`config.mk`:
```
export PLATFORM = sky130hd
export DESIGN_NAME = sar_adc_control_powerfail
export DESIGN_NICKNAME = d
export VERILOG_FILES = /design/src/rtl/sar_adc_pkg.sv /design/src/rtl/sar_adc_control_powerfail.sv /design/src/rtl/sar_seq.sv
export SDC_FILE = /design/constraint.sdc
export NUM_CORES = 1
export LEC_CHECK = 0
export BUFFER_PORTS_ARGS = -buffer_cell sky130_fd_sc_hd__buf_4
export CORE_AREA = 8 8 138 76
export DETAILED_ROUTE_END_ITERATION = 10
export DIE_AREA = 0 0 146 84
export GPL_TIMING_DRIVEN = 0
export MAX_ROUTING_LAYER = met4
export PLACE_DENSITY = 0.78
export SLEW_MARGIN = 25
export SYNTH_ARGS = -nofsm -noshare
export SYNTH_HDL_FRONTEND = slang
export SYNTH_SLANG_ARGS = --single-unit
```
`constraint.sdc`:
```
create_clock -name clk -period 3.1 [get_ports clk]
set_input_delay 0.62 -clock clk [delete_from_list [all_inputs] [get_ports clk]]
set_output_delay 0.62 -clock clk [all_outputs]
set_load 0.1 [all_outputs]
```
`src/rtl/sar_adc_pkg.sv`:
```
package sar_adc_pkg;

  // bus address is a byte address; register byte address is 4 * index
  localparam int ADDR_W = 18;
  localparam int IDX_W = 16;
  localparam logic [IDX_W-1:0] IDX_MODE = 16'hff80;
  localparam logic [IDX_W-1:0] IDX_CHAN = 16'hff81;
  localparam logic [IDX_W-1:0] IDX_PF_MODE = 16'hff82;
  localparam logic [IDX_W-1:0] IDX_THRESH = 16'hff83;
  localparam logic [IDX_W-1:0] IDX_RESULT = 16'hff84;
  localparam logic [IDX_W-1:0] IDX_PINS = 16'hff85;
  localparam logic [IDX_W-1:0] IDX_STATUS = 16'hff86;
  localparam logic [IDX_W-1:0] IDX_MODE_BIT = 16'hff87;

  localparam int RESULT_W = 8;
  localparam int CHAN_W = 2;
  localparam int NUM_CHAN = 4;
  localparam int BITCNT_W = 6;

  // converter_mode_control fields
  localparam int MODE_ENABLE_POS = 7;
  localparam int MODE_TIME_LSB = 3;
  localparam logic [7:0] MODE_MASK = 8'hb8;
  localparam logic [7:0] MODE_RESET = 8'h00;
  // input_channel_select fields
  localparam logic [7:0] CHAN_MASK = 8'h03;
  localparam logic [7:0] CHAN_RESET = 8'h00;
  // powerfail_mode_reg fields
  localparam int PF_ENABLE_POS = 7;
  localparam int PF_DIR_POS = 6;
  localparam logic [7:0] PF_MASK = 8'hc0;
  localparam logic [7:0] PF_RESET = 8'h00;
  localparam logic [7:0] THRESH_RESET = 8'h00;
  localparam logic [7:0] RESULT_RESET = 8'h00;
  // single-bit alias: writedata[2:0] bit number, writedata[3] bit value
  localparam int BITOP_VAL_POS = 3;

  // conversion time codes and durations in main-clock periods
  localparam logic [2:0] TIME_144 = 3'h0;
  localparam logic [2:0] TIME_120 = 3'h1;
  localparam logic [2:0] TIME_96 = 3'h2;
  localparam logic [2:0] TIME_288 = 3'h4;
  localparam logic [2:0] TIME_240 = 3'h5;
  localparam logic [2:0] TIME_192 = 3'h6;
  localparam int CONV_144 = 144;
  localparam int CONV_120 = 120;
  localparam int CONV_96 = 96;
  localparam int CONV_288 = 288;
  localparam int CONV_240 = 240;
  localparam int CONV_192 = 192;

  // least conversion time that software must program
  localparam int CLK_PERIOD_PS = 5000;
  localparam int MIN_CONV_TIME_NS = 15000;
  localparam int MIN_CONV_CYCLES =
    (MIN_CONV_TIME_NS * 1000 + CLK_PERIOD_PS - 1) / CLK_PERIOD_PS;

endpackage

```
`src/rtl/sar_adc_control_powerfail.sv`:
```
// Chosen here: register access over Avalon-MM.
`timescale 1ns/1ps
// Function
// [RULE_01] two-bit channel field routes one of four analog inputs
// [RULE_02] while enabled, selected channel converts repeatedly to an 8-bit result
// [RULE_03] normal mode raises conversion-done request after every conversion
// [RULE_04] power-fail mode raises request only when threshold comparison holds
// [RULE_05] approximation resolves from msb; after lsb result is transferred
// [RULE_06] result register loads each conversion end; read-only whole byte
// [RULE_07] reset clears the conversion result to zero
// [RULE_08] writing mode or channel leaves the result undefined; read first
// [RULE_09] mode bit 7 stops (0) or enables (1) conversion
// [RULE_10] mode bits 5..3 choose 144,120,96,288,240,192 clock conversion time
// [RULE_11] software picks a time code giving at least 15 us; at the 5 ns clock no code does, the longest (288 periods) gives 1.44 us
// [RULE_12] mode register resets to zero; bit and byte writes accepted
// [RULE_13] channel register resets to zero; byte writes only
// [RULE_14] software writes zero to mode bits 0..2 and 6
// [RULE_15] software writes zero to channel bits 2..7
// [RULE_16] the four analog pins also read back as digital inputs
// [RULE_17] power-fail enable selects normal or threshold-gated mode
// [RULE_18] direction 0: request if result >= threshold; 1: if below
// [RULE_19] eight-bit threshold register, reset to zero, feeds the comparison
// [RULE_20] mode or channel write aborts conversion; restarts if still enabled
// [RULE_21] one approximation bit per equal share of the conversion time
// [RULE_22] clock cycles counted against duration, reloaded at each start
module sar_adc_control_powerfail (
  input wire logic clk,
  input wire logic arst_n,
  input wire logic [17:0] address,
  input wire logic read,
  input wire logic write,
  input wire logic [31:0] writedata,
  input wire logic [3:0] byteenable,
  output logic [31:0] readdata,
  output logic waitrequest,
  input wire logic comparator_high,
  input wire logic analog_in_0,
  input wire logic analog_in_1,
  input wire logic analog_in_2,
  input wire logic analog_in_3,
  output logic [1:0] channel_sel,
  output logic [7:0] tap_code,
  output logic sample_hold,
  output logic conversion_done_irq
);

  // reset release through two flops
  logic [1:0] rst_q;
  logic rst_n;
  always_ff @(posedge clk or negedge arst_n) begin
    if (!arst_n) begin
      rst_q <= 2'b00;
    end else begin
      rst_q <= {rst_q[0], 1'b1};
    end
  end
  assign rst_n = rst_q[1];

  // comparator and pin levels come from outside the clock domain
  logic [4:0] async_in;
  logic [4:0] sync2;
  assign async_in = {comparator_high, analog_in_3, analog_in_2,
                     analog_in_1, analog_in_0};

  genvar g;
  generate
    for (g = 0; g < 5; g++) begin : gen_sync
      logic stage1;
      logic stage2;
      always_ff @(posedge clk or negedge rst_n) begin
        if (!rst_n) begin
          stage1 <= 1'b0;
          stage2 <= 1'b0;
        end else begin
          stage1 <= async_in[g];
          stage2 <= stage1;
        end
      end
      // only the second stage leaves the loop
      assign sync2[g] = stage2;
    end
  endgenerate

  // avalon slave: one wait cycle, answer on the second cycle
  logic ack;
  logic req;
  logic acc;
  logic [15:0] idx;
  assign req = read || write;
  assign waitrequest = req && !ack;
  assign acc = req && ack;
  assign idx = address[17:2];

  always_ff @(posedge clk or negedge rst_n) begin
    if (!rst_n) begin
      ack <= 1'b0;
    end else begin
      ack <= req && !ack;
    end
  end

  logic wr_lo;
  logic wr_mode;
  logic wr_mode_bit;
  logic wr_chan;
  logic wr_pf;
  logic wr_thresh;
  assign wr_lo = acc && write && byteenable[0];
  assign wr_mode = wr_lo && (idx == sar_adc_pkg::IDX_MODE);
  assign wr_mode_bit = wr_lo && (idx == sar_adc_pkg::IDX_MODE_BIT);
  // byte lane 0 alone carries the whole register byte
  assign wr_chan = wr_lo && (idx == sar_adc_pkg::IDX_CHAN); // [RULE_13]
  assign wr_pf = wr_lo && (idx == sar_adc_pkg::IDX_PF_MODE);
  assign wr_thresh = wr_lo && (idx == sar_adc_pkg::IDX_THRESH);

  logic [7:0] mode_reg;
  logic [7:0] chan_reg;
  logic [7:0] pf_reg;
  logic [7:0] thresh_reg;
  logic [7:0] result_reg;
  logic [7:0] bit_set;

  always_comb begin
    bit_set = mode_reg;
    bit_set[writedata[2:0]] = writedata[sar_adc_pkg::BITOP_VAL_POS];
  end

  // mode register: byte write or single-bit alias
  always_ff @(posedge clk or negedge rst_n) begin
    if (!rst_n) begin
      mode_reg <= sar_adc_pkg::MODE_RESET; // [RULE_12]
    end else if (wr_mode) begin
      mode_reg <= writedata[7:0] & sar_adc_pkg::MODE_MASK;
    end else if (wr_mode_bit) begin
      mode_reg <= bit_set & sar_adc_pkg::MODE_MASK; // [RULE_12]
    end
  end

  always_ff @(posedge clk or negedge rst_n) begin
    if (!rst_n) begin
      chan_reg <= sar_adc_pkg::CHAN_RESET; // [RULE_13]
    end else if (wr_chan) begin
      chan_reg <= writedata[7:0] & sar_adc_pkg::CHAN_MASK;
    end
  end

  always_ff @(posedge clk or negedge rst_n) begin
    if (!rst_n) begin
      pf_reg <= sar_adc_pkg::PF_RESET;
      thresh_reg <= sar_adc_pkg::THRESH_RESET; // [RULE_19]
    end else begin
      if (wr_pf) begin
        pf_reg <= writedata[7:0] & sar_adc_pkg::PF_MASK;
      end
      if (wr_thresh) begin
        thresh_reg <= writedata[7:0]; // [RULE_19]
      end
    end
  end

  logic conv_en;
  logic [2:0] time_code;
  logic pf_en;
  logic pf_dir;
  assign conv_en = mode_reg[sar_adc_pkg::MODE_ENABLE_POS]; // [RULE_09]
  assign time_code = mode_reg[sar_adc_pkg::MODE_TIME_LSB +: 3];
  assign pf_en = pf_reg[sar_adc_pkg::PF_ENABLE_POS]; // [RULE_17]
  assign pf_dir = pf_reg[sar_adc_pkg::PF_DIR_POS];
  assign channel_sel = chan_reg[1:0]; // [RULE_01]

  // prohibited codes fall back to the time of code 0, 144 periods
  logic [5:0] bit_cycles;
  always_comb begin
    case (time_code) // [RULE_10]
      sar_adc_pkg::TIME_120:
        bit_cycles = 6'(sar_adc_pkg::CONV_120 / sar_adc_pkg::RESULT_W);
      sar_adc_pkg::TIME_96:
        bit_cycles = 6'(sar_adc_pkg::CONV_96 / sar_adc_pkg::RESULT_W);
      sar_adc_pkg::TIME_288:
        bit_cycles = 6'(sar_adc_pkg::CONV_288 / sar_adc_pkg::RESULT_W);
      sar_adc_pkg::TIME_240:
        bit_cycles = 6'(sar_adc_pkg::CONV_240 / sar_adc_pkg::RESULT_W);
      sar_adc_pkg::TIME_192:
        bit_cycles = 6'(sar_adc_pkg::CONV_192 / sar_adc_pkg::RESULT_W);
      default:
        bit_cycles = 6'(sar_adc_pkg::CONV_144 / sar_adc_pkg::RESULT_W);
    endcase
  end

  // any write to mode or channel throws the running conversion away
  logic abort;
  assign abort = wr_mode || wr_mode_bit || wr_chan; // [RULE_20] [RULE_08]

  logic [7:0] seq_result;
  logic conv_done;
  logic busy;

  sar_seq u_seq (
    .clk(clk),
    .rst_n(rst_n),
    .run(conv_en),
    .abort(abort),
    .bit_cycles(bit_cycles),
    .cmp_high(sync2[4]),
    .trial(tap_code),
    .result(seq_result),
    .done(conv_done),
    .busy(busy)
  );

  // analog input is held for as long as a conversion runs
  assign sample_hold = busy;

  always_ff @(posedge clk or negedge rst_n) begin
    if (!rst_n) begin
      result_reg <= sar_adc_pkg::RESULT_RESET; // [RULE_07]
    end else if (conv_done) begin
      result_reg <= seq_result; // [RULE_06] [RULE_05]
    end
  end

  // compared against the fresh result so the request matches the value
  logic pf_hit;
  logic pf_last;
  assign pf_hit = pf_dir ? (seq_result < thresh_reg) // [RULE_18]
                         : (seq_result >= thresh_reg);

  always_ff @(posedge clk or negedge rst_n) begin
    if (!rst_n) begin
      conversion_done_irq <= 1'b0;
      pf_last <= 1'b0;
    end else begin
      conversion_done_irq <= conv_done && (!pf_en || pf_hit); // [RULE_03] [RULE_04]
      if (conv_done) begin
        pf_last <= pf_hit;
      end
    end
  end

  // read mux; result has no write path at all
  logic [7:0] rd_byte;
  always_comb begin
    case (idx)
      sar_adc_pkg::IDX_MODE: rd_byte = mode_reg;
      sar_adc_pkg::IDX_CHAN: rd_byte = chan_reg;
      sar_adc_pkg::IDX_PF_MODE: rd_byte = pf_reg;
      sar_adc_pkg::IDX_THRESH: rd_byte = thresh_reg;
      sar_adc_pkg::IDX_RESULT: rd_byte = result_reg; // [RULE_06]
      sar_adc_pkg::IDX_PINS: rd_byte = {4'h0, sync2[3:0]}; // [RULE_16]
      sar_adc_pkg::IDX_STATUS: rd_byte = {6'h00, pf_last, busy};
      default: rd_byte = 8'h00;
    endcase
  end

  always_ff @(posedge clk or negedge rst_n) begin
    if (!rst_n) begin
      readdata <= 32'h0000_0000;
    end else if (req && !ack && read) begin
      readdata <= {24'h00_0000, rd_byte};
    end
  end
endmodule

```
`src/rtl/sar_seq.sv`:
```
`timescale 1ns/1ps
module sar_seq (
  input wire logic clk,
  input wire logic rst_n,
  input wire logic run,
  input wire logic abort,
  input wire logic [5:0] bit_cycles,
  input wire logic cmp_high,
  output logic [7:0] trial,
  output logic [7:0] result,
  output logic done,
  output logic busy
);

  typedef enum logic {ST_IDLE, ST_CONV} seq_state_t;
  seq_state_t state;
  logic [5:0] cnt;
  logic [2:0] bit_idx;
  logic bit_end;
  logic [7:0] next_trial;

  assign busy = (state == ST_CONV);
  assign bit_end = busy && (cnt == 6'h00) && run && !abort;

  always_ff @(posedge clk or negedge rst_n) begin
    if (!rst_n) begin
      state <= ST_IDLE;
    end else if (abort || !run) begin
      state <= ST_IDLE; // [RULE_20]
    end else begin
      case (state)
        ST_IDLE: state <= ST_CONV;
        ST_CONV: state <= ST_CONV; // [RULE_02]
        default: state <= ST_IDLE;
      endcase
    end
  end

  // per-bit share of the conversion time, reloaded at every start
  always_ff @(posedge clk or negedge rst_n) begin
    if (!rst_n) begin
      cnt <= 6'h00;
    end else if (!busy || abort || cnt == 6'h00) begin
      cnt <= bit_cycles - 6'h01; // [RULE_22] [RULE_21]
    end else begin
      cnt <= cnt - 6'h01;
    end
  end

  always_comb begin
    next_trial = trial;
    next_trial[bit_idx] = cmp_high;
    if (bit_idx != 3'h0) begin
      next_trial[bit_idx - 3'h1] = 1'b1;
    end
  end

  always_ff @(posedge clk or negedge rst_n) begin
    if (!rst_n) begin
      trial <= 8'h80;
      bit_idx <= 3'h7;
    end else if (!busy || abort) begin
      trial <= 8'h80; // [RULE_05]
      bit_idx <= 3'h7;
    end else if (bit_end) begin
      // the last decision also rearms the msb for the next conversion
      trial <= (bit_idx == 3'h0) ? 8'h80 : next_trial;
      bit_idx <= bit_idx - 3'h1;
    end
  end

  always_ff @(posedge clk or negedge rst_n) begin
    if (!rst_n) begin
      result <= 8'h00;
      done <= 1'b0;
    end else begin
      done <= bit_end && (bit_idx == 3'h0);
      if (bit_end && bit_idx == 3'h0) begin
        result <= next_trial; // [RULE_05]
      end
    end
  end

  // helper: cycles since the conversion began
  logic [8:0] span;
  always_ff @(posedge clk or negedge rst_n) begin
    if (!rst_n) begin
      span <= 9'h000;
    end else if (!busy || done) begin
      span <= {8'h00, busy};
    end else begin
      span <= span + 9'h001;
    end
  end
endmodule

```
==> results.py <==
metrics = {
    "status": {
        "status": "finished clean",
    },
    "worst_setup_path": {
        "worstSetupPathType": "input pin to flip-flop",
        "slowest_stage": "or4_4",
        "rr_worst_depth": 8,
        "worstPathRequired_ns": 3.30,
        "crit_cells": 9,
        "max_stage_delay_ns": 0.54,
        "cp_top_family": "simple AND/OR/NAND/NOR gates",
        "worst-path-buf-inv": 1,
        "worstSetupStartpointType": "input pin",
        "end_kind": "flip-flop",
        "cp_max_fo": 8,
        "cp_data_arrival_time_ns": 2.96,
        "path_cells": "buf_4, or4_4, nor4_4, a211oi_2, a21oi_1, ha_1, nor3b_1, xnor2_1, o21ai_1",
    },
    "timing": {
        "slew_viol_final": 0,
        "worstMarginPinSlew_ns": 0.593,
        "period_share_pct": 89.0,
        "maxSlewHeadroom_pct": 60.4,
        "fmax_mhz": 362,
        "setup_viol_count_final": 0,
        "finalHoldViolations": 0,
        "min_period_ns": 2.76,
        "fin_skew_ns": 0.00527,
        "rsz0062_at_grt": "false",
    },
    "route": {
        "avgViaCountPerCell": 5.51,
        "route.detailed.drc": 0,
        "drtIter0Drc": 175,
        "vias": 3450,
        "routed_wl_um": 10700,
        "routedWlPerCell_um": 17.2,
        "ant_nets": 0,
        "dr.pass1.iters": 5,
    },
    "power_and_ir_drop": {
        "peakVddDrop_mv": 0.319,
        "power_uw": 2280,
        "power-per-cell-area_nw_per_um2": 447,
        "p_leak_uw": 0.00243,
    },
    "layout": {
        "diodes": 0,
        "nets": 582,
        "layout.cells.most_common": "buf_4",
        "area_delta_synth_final_pct": 22.9,
        "drive_above_1_share_pct": 24.8,
        "multi_input_area_um2": 2070,
        "fill_cells": 728,
        "final_cell_mix": "buf_4 (78), dfrtp_1 (69), nand2_1 (31), nor2_1 (29), a21oi_1 (28)",
        "final_util_pct": 60.2,
        "ff_latch_area_um2": 1860,
        "design_area_um2": 5100,
        "stdcell_count": 626,
    },
    "floorplan": {
        "start_util_pct": 49.0,
        "ios": 108,
        "row_count": 24,
        "dieArea_um2": 12300,
        "die_x_um": 146,
        "dieHeight_um": 84,
        "coreArea_um2": 8470,
    },
    "place": {
        "place.gp.congestion": 0.875,
        "placed_cell_area_um2": 4800,
        "dp_cells": 611,
        "hpwl_um": 8210,
        "io_buffers": 53,
    },
    "logic_synthesis": {
        "ys_seq_area_share_pct": 44.8,
        "synth_cell_type_count": 59,
        "avgSynthCellArea_um2": 9.94,
        "ys_async_sr_fraction_pct": 100,
        "netlist_instances": 417,
        "synth_flop_cell": "dfrtp_1",
        "synth-edff-count": 0,
        "syn_area_um2": 4150,
        "synth_seq_cells": 74,
        "ys_warn_count": 0,
    },
    "cts": {
        "root_buffer": "clkbuf_16",
        "clk_latency_ns": 0.34,
        "cts_tree": "yes",
        "clk_pin_slew_worst_paths_ns": 0.05,
        "clock_sinks": 74,
        "cts_buffers": 9,
        "htree_levels": 3,
        "post-cts-setup-buffer-count": 0,
        "cts_buffer_depth": 2,
    },
    "global_route": {
        "grtUsageTotal_pct": 17.8,
        "first_global_vias": 3305,
        "antenna_found_initial": 0,
        "overflow": 0,
        "grt_max_degree": 44,
        "grt_pass1_wl_um": 17200,
    },
    "hold_path": {
        "min_path_type": "input pin to async pin",
    },
    "job": {
        "drv_cap": 0,
    },
}
[synth_stat cells, drive strengths merged (3+ instances only)]
library cell | n | share of area [%]
inv | 16 | 1.4
a21o | 4 | 0.72
clkbuf | 16 | 1.4
nor3b | 3 | 0.54
a32oi | 3 | 0.63
or3 | 3 | 0.57
mux2 | 31 | 8.4
dfrtp | 70 | 42
ha | 15 | 4.5
buf | 26 | 4.6
nor2 | 30 | 2.9
a31oi | 5 | 0.75
nor3 | 3 | 0.91
xnor2 | 3 | 0.63
nand3b | 3 | 0.54
o21ai | 26 | 3.1
o22ai | 4 | 0.60
a21oi | 28 | 3.4
dfstp | 4 | 2.5
o211ai | 3 | 0.54
a21boi | 3 | 0.63
nand2b | 8 | 1.2
nor4 | 3 | 0.60
o21bai | 3 | 0.54
nand3 | 11 | 1.3
nor2b | 9 | 1.4
nand2 | 32 | 3.0
and3 | 3 | 0.45
a22oi | 14 | 2.5
mux2i | 10 | 2.4
[logic make-up after synthesis]
logic type      synth area share [%]
simple gates                    15.1
compound gates                  15.8
flops                           44.8
buf+inv                         7.63
mux                             10.8
fa+ha+maj                       4.53
xor+xnor                        1.06
other cells                    0.181
[final timing paths]
path	startpoint	to	slack, ns
min reg2reg	rst_q[1]	u_seq.trial[4]	0.27
max	address[5]	u_seq.cnt[4]	0.34
min	arst_n	rst_q[1]	0.06
min in group clk	gen_sync[3].stage1	gen_sync[3].stage2	0.35
max in group asynchronous	rst_q[1]	u_seq.bit_idx[0]	2.20
max reg2reg	u_seq.bit_idx[0]	u_seq.trial[5]	0.51
[repair_timing]
| item | in CTS | in global routing |
|---|---|---|
| hold buffers | 0 | 0 |
| setup endpoints to repair | 0 | 4 |
| resized for setup | 0 | 2 |
[metal layers]
metal	global-route usage (%)	up-vias	wire, um
met5	-	-	0
met4	4.27	0	118
met3	6.22	20	896
met2	25.2	138	4600
met1	23.9	1681	5130
li1	-	1611	-
[report_power, final]
group	total [uW]	switching (uW)	internal (uW)
logic	263	197	65.9
clock network	1020	407	617
registers	989	12.5	976
[final cells by class]
cell class	instances	area share, %
multi-input combinational	307	40.6
sequential	74	36.5
timing repair buffer	54	8.20
buffer	41	4.89
clock buffer	10	4.49
tap	117	2.87
inverter	17	1.33
clock inverter	6	1.13
[worst reg2reg max path: cells and delay by family, from the launching register on]
family,cells,cell delay [ns]
AOI/OAI and AO/OA,3,0.58
adders and majority gates,1,0.34
buffers and inverters,2,0.59
DFF,1,0.66
and+or+nand+nor,2,0.33
[per-stage QoR]
step	hold WS, ns	worst slack, ns	TNS, ns
after floorplan	0.324	0.287	0
after detailed placement	0.280	-0.234	-0.234
after CTS	0.0496	0.109	0
final	0.0552	0.340	0
after global routing	0.0461	0.194	0
after global placement	0.334	-0.161	-0.161
Power figures use the tool's default switching activity.
